[config.mk]
export PLATFORM = sky130hd
export DESIGN_NAME = pcs_top
export DESIGN_NICKNAME = d
export VERILOG_FILES = /design/src/logic/pcs_top.v
export VERILOG_INCLUDE_DIRS = /design/src /design/src/logic
export SDC_FILE = /design/constraint.sdc
export NUM_CORES = 1
export LEC_CHECK = 0
export BUFFER_PORTS_ARGS = -buffer_cell sky130_fd_sc_hd__buf_2
export CAP_MARGIN = 30
export CORE_MARGIN = 2
export CORE_UTILIZATION = 55
export DETAILED_ROUTE_END_ITERATION = 10
export PLACE_DENSITY = 0.83
export SYNTH_ARGS = -nofsm -noshare
export SYNTH_HDL_FRONTEND = slang
export SYNTH_SLANG_ARGS = --single-unit
[constraint.sdc]
create_clock -name REF_CLK -period 2.38 [get_ports REF_CLK]
set_clock_uncertainty 0.1 [all_clocks]
set_input_delay 0.357 -clock REF_CLK [delete_from_list [all_inputs] [get_ports REF_CLK]]
set_output_delay 0.357 -clock REF_CLK [all_outputs]
set_load 0.02 [all_outputs]
[src/logic/pcs_defs.vh]
// Purpose: Shared constants of the pin program configuration selector.
// Assumes: Register offsets are the byte addresses seen on the serial port.
// Notes:   Three-level straps arrive as two-bit codes from the pad comparators.
`ifndef PCS_DEFS_VH
`define PCS_DEFS_VH

// Register offsets of the soft pin section.
`define PCS_ADDR_SECT1_EN     12'hc00
`define PCS_ADDR_FREQ_SEL     12'hc01
`define PCS_ADDR_SYSCLK_SEL   12'hc02
`define PCS_ADDR_SECT2_EN     12'hc03
`define PCS_ADDR_REF_SCALE    12'hc04
`define PCS_ADDR_CHAN_SCALE   12'hc05
`define PCS_ADDR_LOOP_OPT     12'hc06

// Reset values of the soft pin registers.
`define PCS_RST_SECT_EN       8'h00
`define PCS_RST_FREQ_SEL      8'h00
`define PCS_RST_SYSCLK_SEL    8'h00
`define PCS_RST_SCALE         8'h00
`define PCS_RST_LOOP_OPT      8'h00

// Field positions.
`define PCS_SECT_EN_BIT       0
`define PCS_IN_SEL_LSB        0
`define PCS_OUT_SEL_LSB       4
`define PCS_SYSCLK_LSB        0
`define PCS_TOL_LSB           0
`define PCS_BW_LSB            2
`define PCS_PM_BIT            4

// Three-level strap codes.
`define PCS_LVL_LOW           2'h0
`define PCS_LVL_MID           2'h1
`define PCS_LVL_HIGH          2'h2

// Scale codes and their division factors.
`define PCS_SCALE_DIV1        5'h01
`define PCS_SCALE_DIV4        5'h04
`define PCS_SCALE_DIV8        5'h08
`define PCS_SCALE_DIV16       5'h10

// System clock PLL feedback divider values.
`define PCS_SYS_N8            8'h08
`define PCS_SYS_N16           8'h10

`endif

[src/logic/pcs_top.v]
// Purpose: Picks a preset frequency translation setup from straps or soft
//          registers and applies it to the device configuration outputs.
// Assumes: All inputs are synchronous to REF_CLK; the preset ROM and the
//          serial port engines sit outside and talk over the ports below.
// Notes:   Strap code 3 is read as low, as no pad ever drives it.
// Overview of operation
// Strap pin mode once after reset; high means hard pins, else soft registers.
// With the mode strap high, I2C accesses are dropped; SPI keeps full access.
// Hard mode: three input straps and three output straps pick 16 frequencies each.
// Output id is 9*upper+3*middle+lower of tri-level digits; soft uses binary nibble.
// Hard mode: interrupt pin level low/mid/high picks system clock 0/1/2.
// Settings 0..3: crystal on/off/on/off; doubler off only in 3; N=16 only in 2.
// Hard mode leaves bandwidth, tolerance and phase margin at register values.
// Host sets multifunction pin enable itself in hard mode; not handled here.
// Soft mode is driven by the soft register section; both serial ports work.
// First section enable bit gates the frequency and system clock registers.
// Second section enable bit gates the scale and loop option registers.
// Frequency select: low nibble input id, high nibble output id.
// System clock select register low two bits pick setting 0..3.
// Loop option bits 1:0 pick the frequency tolerance range.
// Loop option bits 3:2 pick the loop bandwidth.
// Loop option bit 4 picks the phase margin.
// Reference scale code 01 multiplies divider and period by four.
// Channel scale register divides each of four outputs independently.
// After start the chosen preset is copied out to the configuration outputs.
// Scale codes 00/01/10/11 mean divide by 1/4/8/16.
`timescale 1ns/100ps
`default_nettype none
`include "pcs_defs.vh"

module pcs_top (
    // Clock and reset.
    input  wire        REF_CLK,
    input  wire        RST_B,
    // Strap pins; all but the one-bit mode strap as two-bit level codes.
    // Code 3 cannot come from a pad and is read as low.
    input  wire        PIN_MODE_STRAP,
    input  wire [1:0]  INPUT_SEL_STRAP_A,
    input  wire [1:0]  INPUT_SEL_STRAP_B,
    input  wire [1:0]  INPUT_SEL_STRAP_C,
    input  wire [1:0]  OUTPUT_SEL_STRAP_UPPER,
    input  wire [1:0]  OUTPUT_SEL_STRAP_MIDDLE,
    input  wire [1:0]  OUTPUT_SEL_STRAP_LOWER,
    input  wire [1:0]  IRQ_PIN_LEVEL,
    // Register port from the serial engines.
    input  wire [11:0] REG_ADDR,
    input  wire [7:0]  REG_WDATA,
    input  wire        REG_WR,
    input  wire        REG_RD,
    input  wire        REG_FROM_I2C,
    output reg  [7:0]  REG_RDATA,
    output reg         REG_RVALID,
    // Load request from software, taken in soft or hard mode.
    input  wire        PIN_PROG_START,
    // Mode status.
    output reg         HARD_PIN_MODE,
    output reg         I2C_ENABLE,
    output reg         LOAD_BUSY,
    // Applied configuration.
    output reg         CFG_LOAD,
    output reg  [7:0]  ROM_ADDR,
    output reg  [1:0]  SYSCLK_SETTING,
    output reg         CRYSTAL_MODE,
    output reg         SYSCLK_DOUBLER,
    output reg  [7:0]  SYSCLK_N,
    output reg  [1:0]  TOLERANCE_SEL,
    output reg  [1:0]  LOOP_BW_SEL,
    output reg         PHASE_MARGIN_SEL,
    output reg  [19:0] REF_SCALE_FACTOR,
    output reg  [19:0] CHAN_SCALE_FACTOR
);

    // Loader states. SAMPLE is only entered from reset, so the straps are
    // read exactly once after each reset.
    localparam [1:0] ST_SAMPLE = 2'h0;
    localparam [1:0] ST_IDLE   = 2'h1;
    localparam [1:0] ST_LOAD   = 2'h2;
    localparam [1:0] ST_DONE   = 2'h3;

    // Loader state and its next value.
    reg  [1:0] state;
    reg  [1:0] next_state;

    // Soft pin section registers as the host last wrote them.
    reg  [7:0] sect1_en;
    reg  [7:0] freq_sel;
    reg  [7:0] sysclk_sel;
    reg  [7:0] sect2_en;
    reg  [7:0] ref_scale;
    reg  [7:0] chan_scale;
    reg  [7:0] loop_opt;

    // Strap decode results, frozen until the next reset.
    reg  [3:0] strap_in_id;
    reg  [3:0] strap_out_id;
    reg  [1:0] strap_sysclk;

    // Turns one three-level strap code into its digit 0, 1 or 2.
    // Code 3 is no legal pad state; it falls to low, never to an unused id.
    function [3:0] tri_digit;
        input [1:0] lvl;
        begin
            case (lvl)
                `PCS_LVL_MID:  tri_digit = 4'h1;
                `PCS_LVL_HIGH: tri_digit = 4'h2;
                default:       tri_digit = 4'h0;
            endcase
        end
    endfunction

    // Base-three identifier from three strap digits, highest first. The sum
    // reaches 26 with every strap high; only its low four bits index the
    // preset table, so the top combinations fold back onto lower ids.
    function [3:0] tri_id;
        input [1:0] hi;
        input [1:0] mid;
        input [1:0] lo;
        reg   [7:0] sum;
        begin
            sum    = {4'h0, tri_digit(hi)} * 8'h09
                   + {4'h0, tri_digit(mid)} * 8'h03
                   + {4'h0, tri_digit(lo)};
            tri_id = sum[3:0];
        end
    endfunction

    // Division factor of one two-bit scale code.
    // Code 00 leaves the frequency as the preset gives it.
    function [4:0] scale_factor;
        input [1:0] code;
        begin
            case (code)
                2'h1:    scale_factor = `PCS_SCALE_DIV4;
                2'h2:    scale_factor = `PCS_SCALE_DIV8;
                2'h3:    scale_factor = `PCS_SCALE_DIV16;
                default: scale_factor = `PCS_SCALE_DIV1;
            endcase
        end
    endfunction

    // Four packed factors, one per reference or channel.
    function [19:0] scale_vector;
        input [7:0] codes;
        begin
            scale_vector = {scale_factor(codes[7:6]), scale_factor(codes[5:4]),
                            scale_factor(codes[3:2]), scale_factor(codes[1:0])};
        end
    endfunction

    // Access gating shared by reads and writes. The I2C refusal follows the
    // latched mode, so it only takes hold after the strap sample cycle.
    wire port_ok  = ~(HARD_PIN_MODE & REG_FROM_I2C);
    wire sect1_ok = sect1_en[`PCS_SECT_EN_BIT];
    wire sect2_ok = sect2_en[`PCS_SECT_EN_BIT];
    wire wr_ok    = REG_WR & port_ok;

    // Effective selections feeding the next load.
    // Soft mode reads the section registers, which hold still between writes.
    wire [3:0] in_id   = HARD_PIN_MODE ? strap_in_id : freq_sel[`PCS_IN_SEL_LSB +: 4];
    wire [3:0] out_id  = HARD_PIN_MODE ? strap_out_id : freq_sel[`PCS_OUT_SEL_LSB +: 4];
    wire [1:0] sys_sel = HARD_PIN_MODE ? strap_sysclk : sysclk_sel[`PCS_SYSCLK_LSB +: 2];

    // Digit of the interrupt pin level. It never exceeds two, which is why
    // system clock setting 3 is out of reach of the pins.
    wire [3:0] irq_digit = tri_digit(IRQ_PIN_LEVEL);

    // Straps are caught by a clocked process in the first cycle after reset,
    // so reset itself only loads constants.
    // A strap that moves later goes unnoticed until the next reset.
    always @(posedge REF_CLK or negedge RST_B) begin
        if (!RST_B) begin
            HARD_PIN_MODE <= 1'b0;
            I2C_ENABLE    <= 1'b1;
            strap_in_id   <= 4'h0;
            strap_out_id  <= 4'h0;
            strap_sysclk  <= 2'h0;
        end else if (state == ST_SAMPLE) begin
            // one-time mode sample
            HARD_PIN_MODE <= PIN_MODE_STRAP;
            // I2C off in hard
            I2C_ENABLE    <= ~PIN_MODE_STRAP;
            // input strap select
            strap_in_id   <= tri_id(INPUT_SEL_STRAP_B, INPUT_SEL_STRAP_C, INPUT_SEL_STRAP_A);
            // tri-level output id
            strap_out_id  <= tri_id(OUTPUT_SEL_STRAP_UPPER, OUTPUT_SEL_STRAP_MIDDLE,
                                    OUTPUT_SEL_STRAP_LOWER);
            // interrupt pin setting; setting 3 unreachable from pins
            strap_sysclk  <= irq_digit[1:0];
        end
    end

    // Soft pin register writes. Gated fields ignore writes while their
    // section enable is clear, which keeps a half-set selection from leaking.
    // The enable registers are never gated, or a section could not be opened.
    always @(posedge REF_CLK or negedge RST_B) begin
        if (!RST_B) begin
            sect1_en   <= `PCS_RST_SECT_EN;
            sect2_en   <= `PCS_RST_SECT_EN;
            freq_sel   <= `PCS_RST_FREQ_SEL;
            sysclk_sel <= `PCS_RST_SYSCLK_SEL;
            ref_scale  <= `PCS_RST_SCALE;
            chan_scale <= `PCS_RST_SCALE;
            loop_opt   <= `PCS_RST_LOOP_OPT;
        end else if (wr_ok) begin
            case (REG_ADDR)
                // soft section writes
                `PCS_ADDR_SECT1_EN: sect1_en <= REG_WDATA;
                `PCS_ADDR_SECT2_EN: sect2_en <= REG_WDATA;
                // section one gating
                `PCS_ADDR_FREQ_SEL: begin
                    if (sect1_ok) begin
                        freq_sel <= REG_WDATA;
                    end
                end
                `PCS_ADDR_SYSCLK_SEL: begin
                    if (sect1_ok) begin
                        sysclk_sel <= REG_WDATA;
                    end
                end
                // section two gating
                `PCS_ADDR_REF_SCALE: begin
                    if (sect2_ok) begin
                        ref_scale <= REG_WDATA;
                    end
                end
                `PCS_ADDR_CHAN_SCALE: begin
                    if (sect2_ok) begin
                        chan_scale <= REG_WDATA;
                    end
                end
                `PCS_ADDR_LOOP_OPT: begin
                    if (sect2_ok) begin
                        loop_opt <= REG_WDATA;
                    end
                end
                // Unmapped offsets are ignored.
                default: ;
            endcase
        end
    end

    // Register reads answer one cycle later; gated, unmapped or refused
    // accesses read as zero so software never sees stale state.
    // Every read is answered, refused or not, so the host never waits.
    always @(posedge REF_CLK or negedge RST_B) begin
        if (!RST_B) begin
            REG_RDATA  <= 8'h00;
            REG_RVALID <= 1'b0;
        end else begin
            REG_RVALID <= REG_RD;
            REG_RDATA  <= 8'h00;
            if (REG_RD && port_ok) begin
                case (REG_ADDR)
                    `PCS_ADDR_SECT1_EN:   REG_RDATA <= sect1_en;
                    `PCS_ADDR_SECT2_EN:   REG_RDATA <= sect2_en;
                    `PCS_ADDR_FREQ_SEL:   REG_RDATA <= sect1_ok ? freq_sel : 8'h00;
                    `PCS_ADDR_SYSCLK_SEL: REG_RDATA <= sect1_ok ? sysclk_sel : 8'h00;
                    `PCS_ADDR_REF_SCALE:  REG_RDATA <= sect2_ok ? ref_scale : 8'h00;
                    `PCS_ADDR_CHAN_SCALE: REG_RDATA <= sect2_ok ? chan_scale : 8'h00;
                    `PCS_ADDR_LOOP_OPT:   REG_RDATA <= sect2_ok ? loop_opt : 8'h00;
                    default:              REG_RDATA <= 8'h00;
                endcase
            end
        end
    end

    // Loader sequence: sample straps, load once in hard mode, then wait for
    // a software start to reload, from the soft section in soft mode and from the latched straps in hard mode.
    // A start outside idle is ignored, so a load always copies one snapshot
    // of the section rather than a mix of old and new fields.
    always @* begin
        next_state = state;
        case (state)
            ST_SAMPLE: next_state = PIN_MODE_STRAP ? ST_LOAD : ST_IDLE;
            ST_IDLE:   next_state = PIN_PROG_START ? ST_LOAD : ST_IDLE;
            ST_LOAD:   next_state = ST_DONE;
            ST_DONE:   next_state = ST_IDLE;
            default:   next_state = ST_SAMPLE;
        endcase
    end

    // State register. Reset returns to the strap sample, so a mid-run reset
    // reads the straps again.
    always @(posedge REF_CLK or negedge RST_B) begin
        if (!RST_B) begin
            state <= ST_SAMPLE;
        end else begin
            state <= next_state;
        end
    end

    // Applied configuration. Outputs only move on a load so downstream
    // logic never sees a selection that is still being typed in.
    // During reset the outputs show setting 0 with unity scaling, a safe
    // default until the first load.
    always @(posedge REF_CLK or negedge RST_B) begin
        if (!RST_B) begin
            CFG_LOAD          <= 1'b0;
            LOAD_BUSY         <= 1'b1;
            ROM_ADDR          <= 8'h00;
            SYSCLK_SETTING    <= 2'h0;
            CRYSTAL_MODE      <= 1'b1;
            SYSCLK_DOUBLER    <= 1'b1;
            SYSCLK_N          <= `PCS_SYS_N8;
            TOLERANCE_SEL     <= 2'h0;
            LOOP_BW_SEL       <= 2'h0;
            PHASE_MARGIN_SEL  <= 1'b0;
            REF_SCALE_FACTOR  <= {4{`PCS_SCALE_DIV1}};
            CHAN_SCALE_FACTOR <= {4{`PCS_SCALE_DIV1}};
        end else begin
            CFG_LOAD  <= (state == ST_LOAD);
            LOAD_BUSY <= (next_state == ST_LOAD) || (next_state == ST_SAMPLE);
            // Every field below moves only in the load cycle.
            if (state == ST_LOAD) begin
                // preset copy out
                // nibble ids form ROM index
                ROM_ADDR       <= {out_id, in_id};
                // system clock setting
                SYSCLK_SETTING <= sys_sel;
                // clock setting fields
                CRYSTAL_MODE   <= (sys_sel == 2'h0) || (sys_sel == 2'h2);
                SYSCLK_DOUBLER <= (sys_sel != 2'h3);
                SYSCLK_N       <= (sys_sel == 2'h2) ? `PCS_SYS_N16 : `PCS_SYS_N8;
                // loop options from registers
                // tolerance range
                TOLERANCE_SEL    <= loop_opt[`PCS_TOL_LSB +: 2];
                // loop bandwidth
                LOOP_BW_SEL      <= loop_opt[`PCS_BW_LSB +: 2];
                // phase margin
                PHASE_MARGIN_SEL <= loop_opt[`PCS_PM_BIT];
                // Hard mode has no scaling straps, so every factor is one there.
                // reference scaling
                // code to factor
                REF_SCALE_FACTOR <= HARD_PIN_MODE ? {4{`PCS_SCALE_DIV1}}
                                                  : scale_vector(ref_scale);
                // channel scaling
                CHAN_SCALE_FACTOR <= HARD_PIN_MODE ? {4{`PCS_SCALE_DIV1}}
                                                   : scale_vector(chan_scale);
            end
        end
    end

endmodule // pcs_top

`default_nettype wire

==> flow_summary_export.csv <==
group,metric,value,unit
timing,rsz0062_at_grt,"no",
timing,period_share,0.877,
detailed_routing,first_pass_iters,5,
critical_path,worst-setup-path-type,"flip-flop to output pin",
synth,synth.avg_cell_area,11.4,um^2
floorplan,ios,119,
synth,synthDistinctLibCells,43,
layout,drive_above_1_share,0.338,
synth,synth-seq-cells,132,
clock_tree,ctsResizeCount,0,
clock_tree,root_buffer,"clkbuf_8",
power,power_frac_comb,0.211,
detailed_routing,drtAntennaViolNets,0,
critical_path,cp-end-kind,"output pin",
critical_path,crit_path_start_kind,"flip-flop",
critical_path,cp_data_required_time,1.92,ns
job,maxCapViolCount,0,
clock_tree,path_clk_slew,0.05,ns
detailed_routing,routedWlPerCell,17.2,um
status,status,"complete, no violations",
floorplan,core-area,10900,um^2
floorplan,start_util,0.564,
clock_tree,clk_latency,0.52,ns
timing,hold_viol,0,
power,power.total,6.74,mW
global_route,grt_usage,0.247,
power,power.density,911,nW/um^2
global_route,grt_max_degree,78,
timing,fin_crit,2.09,ns
power,switching_share,0.306,
placed_design,gp_congestion,0.848,
detailed_routing,drt-initial-drc-count,342,
power,intPower,4.68,mW
power,p_sw,2.06,mW
detailed_routing,vias,4450,
floorplan,rows,38,
timing,timing.setup.tns,0,ns
synth,synth_area_leader_cell,"dfrtp_1",
min_path,hp-start,"PIN_PROG_START",
power,ir_drop,0.632,mV
power,p_clk_frac,0.373,
layout,syn_to_final_growth,20.6,%
critical_path,crit_arrival,1.63,ns
floorplan,die-area,12000,um^2
placed_design,io_buffers,104,
synth,synth-seq-area-share,0.541,
placed_design,detailedPlacementHpwl,9590,um
power,p_leak,3.89,nW
synth,synth_warnings,0,
layout,stdcell_count,802,
layout,fin_util,0.680,
floorplan,die_y,110,um
placed_design,placed_cells,766,
floorplan,die_x,110,um
power,seqPwrFrac,0.416,
min_path,hold_path.class,"input port to flip-flop",
synth,ys_top_cells_by_area,"dfrtp_1 (49%), mux2_2 (10%), nand2_1 (5.7%), dfstp_2 (5.6%), mux2i_1 (3.1%)",
global_route,grt_pass1_wl,22400,um
global_route,overflow,0,
timing,slew_viol_final,0,
layout,final.fill_count,792,
critical_path,r2r-start,"HARD_PIN_MODE",
layout,diodes,0,
clock_tree,h-tree-depth,4,
synth,postSynthCellCount,539,
detailed_routing,wl,13800,um
timing,tightest_slew,0.694,ns
detailed_routing,drc,0,
critical_path,crit_start,"HARD_PIN_MODE",
clock_tree,numCtsBuffers,17,
detailed_routing,vias_per_cell,5.55,
critical_path,path_max_fanout,37,
timing,fin_ws,0.293,ns
clock_tree,cts_tree,"done",
timing,max-slew-margin-rel,0.538,
layout,layout.nets,710,
timing,clock.fmax,0.479,GHz
placed_design,pre_cts_ws,-0.222,ns
global_route,grt_pass1_vias,4467,
synth,yosysTopAreaCellShare,0.485,
clock_tree,clock_sinks,132,
synth,synth_area,6140,um^2
global_route,antenna_found_initial,0,
timing,finalSetupViolCount,0,
clock_tree,cts_buffer_depth,2,
[metrics by stage]
| step | area [um^2] | hold slack, ns |
|---|---|---|
| finish | 7400 | 0.0455 |
| global placement | 6780 | 0.0645 |
| CTS | 7400 | 0.0158 |
| floorplan | 6190 | -0.0386 |
| detailed placement | 6780 | 0.0628 |
| global route | 7400 | 0.0551 |
[kinds of logic after synthesis]
kind of cell    count (synthesis)  share of synthesized area
compound gates                 82                     0.0991
xor+xnor                        5                    0.00713
fa+ha+maj                      19                     0.0436
buf+inv                        67                     0.0503
flops                         132                      0.541
mux                            75                      0.134
other cells                     1                   0.000611
simple gates                  158                      0.125
[worst max-delay path: stages (launching register included)]
cell     delay [ns]
dfrtp_1        0.44
buf_4          0.43
buf_2          0.25
[area by class of cell]
| cell class | instances | area [um^2] | share of cell area |
|---|---|---|---|
| Clock buffer | 20 | 435 | 0.0588 |
| Clock inverter | 11 | 135 | 0.0182 |
| Inverter | 26 | 97.6 | 0.0132 |
| Multi-Input combinational cell | 353 | 2560 | 0.346 |
| Sequential cell | 132 | 3320 | 0.448 |
| Tap cell | 140 | 175 | 0.0237 |
| Timing Repair Buffer | 120 | 681 | 0.0919 |
[power by group through the flow]
stage	Clock (mW)	Sequential (mW)	Combinational (mW)
floorplan	0	3.07	0.708
global placement	0	2.82	1.38
detailed placement	0	2.84	1.42
CTS	2.54	2.80	1.44
global route	2.65	2.84	1.60
finish	2.52	2.80	1.43
[final timing paths]
| kind | endpoint | slack [ns] | cells after the start |
|---|---|---|---|
| max | HARD_PIN_MODE | 0.29 | 2 |
| max reg2reg | chan_scale[7] | 0.33 | 4 |
| max in group asynchronous | I2C_ENABLE | 1.49 | 3 |
| min reg2reg | CHAN_SCALE_FACTOR[10] | 0.35 | 2 |
| min | state[1] | 0.05 | 3 |
| min in group asynchronous | CFG_LOAD | 0.08 | 2 |
[Yosys cell counts]
cell type and n:
a21o_1 1, o21ai_0 22, o221ai_1 7, buf_4 15, nand4_2 3, nand2b_1 3
and3_1 2, o41ai_1 7, nand3_2 1, a22o_1 15, o32ai_1 1, dfstp_2 13
xnor2_1 5, or3_1 1, nor3_1 3, conb_1 1, nand2_1 93, buf_1 9
or2_2 2, inv_1 25, o21a_1 9, buf_2 1, nor2_1 21, a2111oi_4 1
and4b_1 2, a21boi_1 1, clkbuf_1 16, a22oi_1 14, mux2i_1 19, nand3b_1 5
nor2b_1 11, ha_1 15, nand4b_2 2, nand4b_1 1, dfrtp_1 119, a21oi_1 4
and2_0 1, nand3_1 1, nor3b_1 5, or4_4 1, clkinv_1 1, mux2_2 56
fa_1 4
[timing repair]
| item | in CTS | in global routing |
|---|---|---|
| endpoints found under the hold margin | 123 | 0 |
| buffers inserted | 0 | 0 |
| hold buffers | 5 | 0 |
[layer usage]
metal,vias to the layer above,global-route usage,share of wire
li1,2058,-,-
met1,2216,0.320,0.41
met2,159,0.414,0.52
met3,17,0.0516,0.054
met4,0,0.0895,0.015
met5,-,0,0
[state kept, by name (all words and copies together), names as in the netlist, 4 cells and up]
signal,flops
CHAN_SCALE_FACTOR,16
REF_SCALE_FACTOR,16
REG_RDATA,8
ROM_ADDR,8
chan_scale,8
freq_sel,8
loop_opt,8
ref_scale,8
sect1_en,8
sect2_en,8
sysclk_sel,8
strap_in_id,4
strap_out_id,4
[placed cells by master, fill, tap and decap left out, types with 11 or more instances in the layout]
cell / n
ha_1: 15
nor2b_1: 11
dfrtp_1: 119
nor2_1: 21
o21ai_0: 22
dfstp_2: 13
mux2_2: 56
clkbuf_16: 16
inv_1: 25
a22o_1: 15
conb_1: 14
a22oi_1: 14
mux2i_1: 19
buf_2: 103
nand2_1: 93
(Power assumes the default switching activity.)
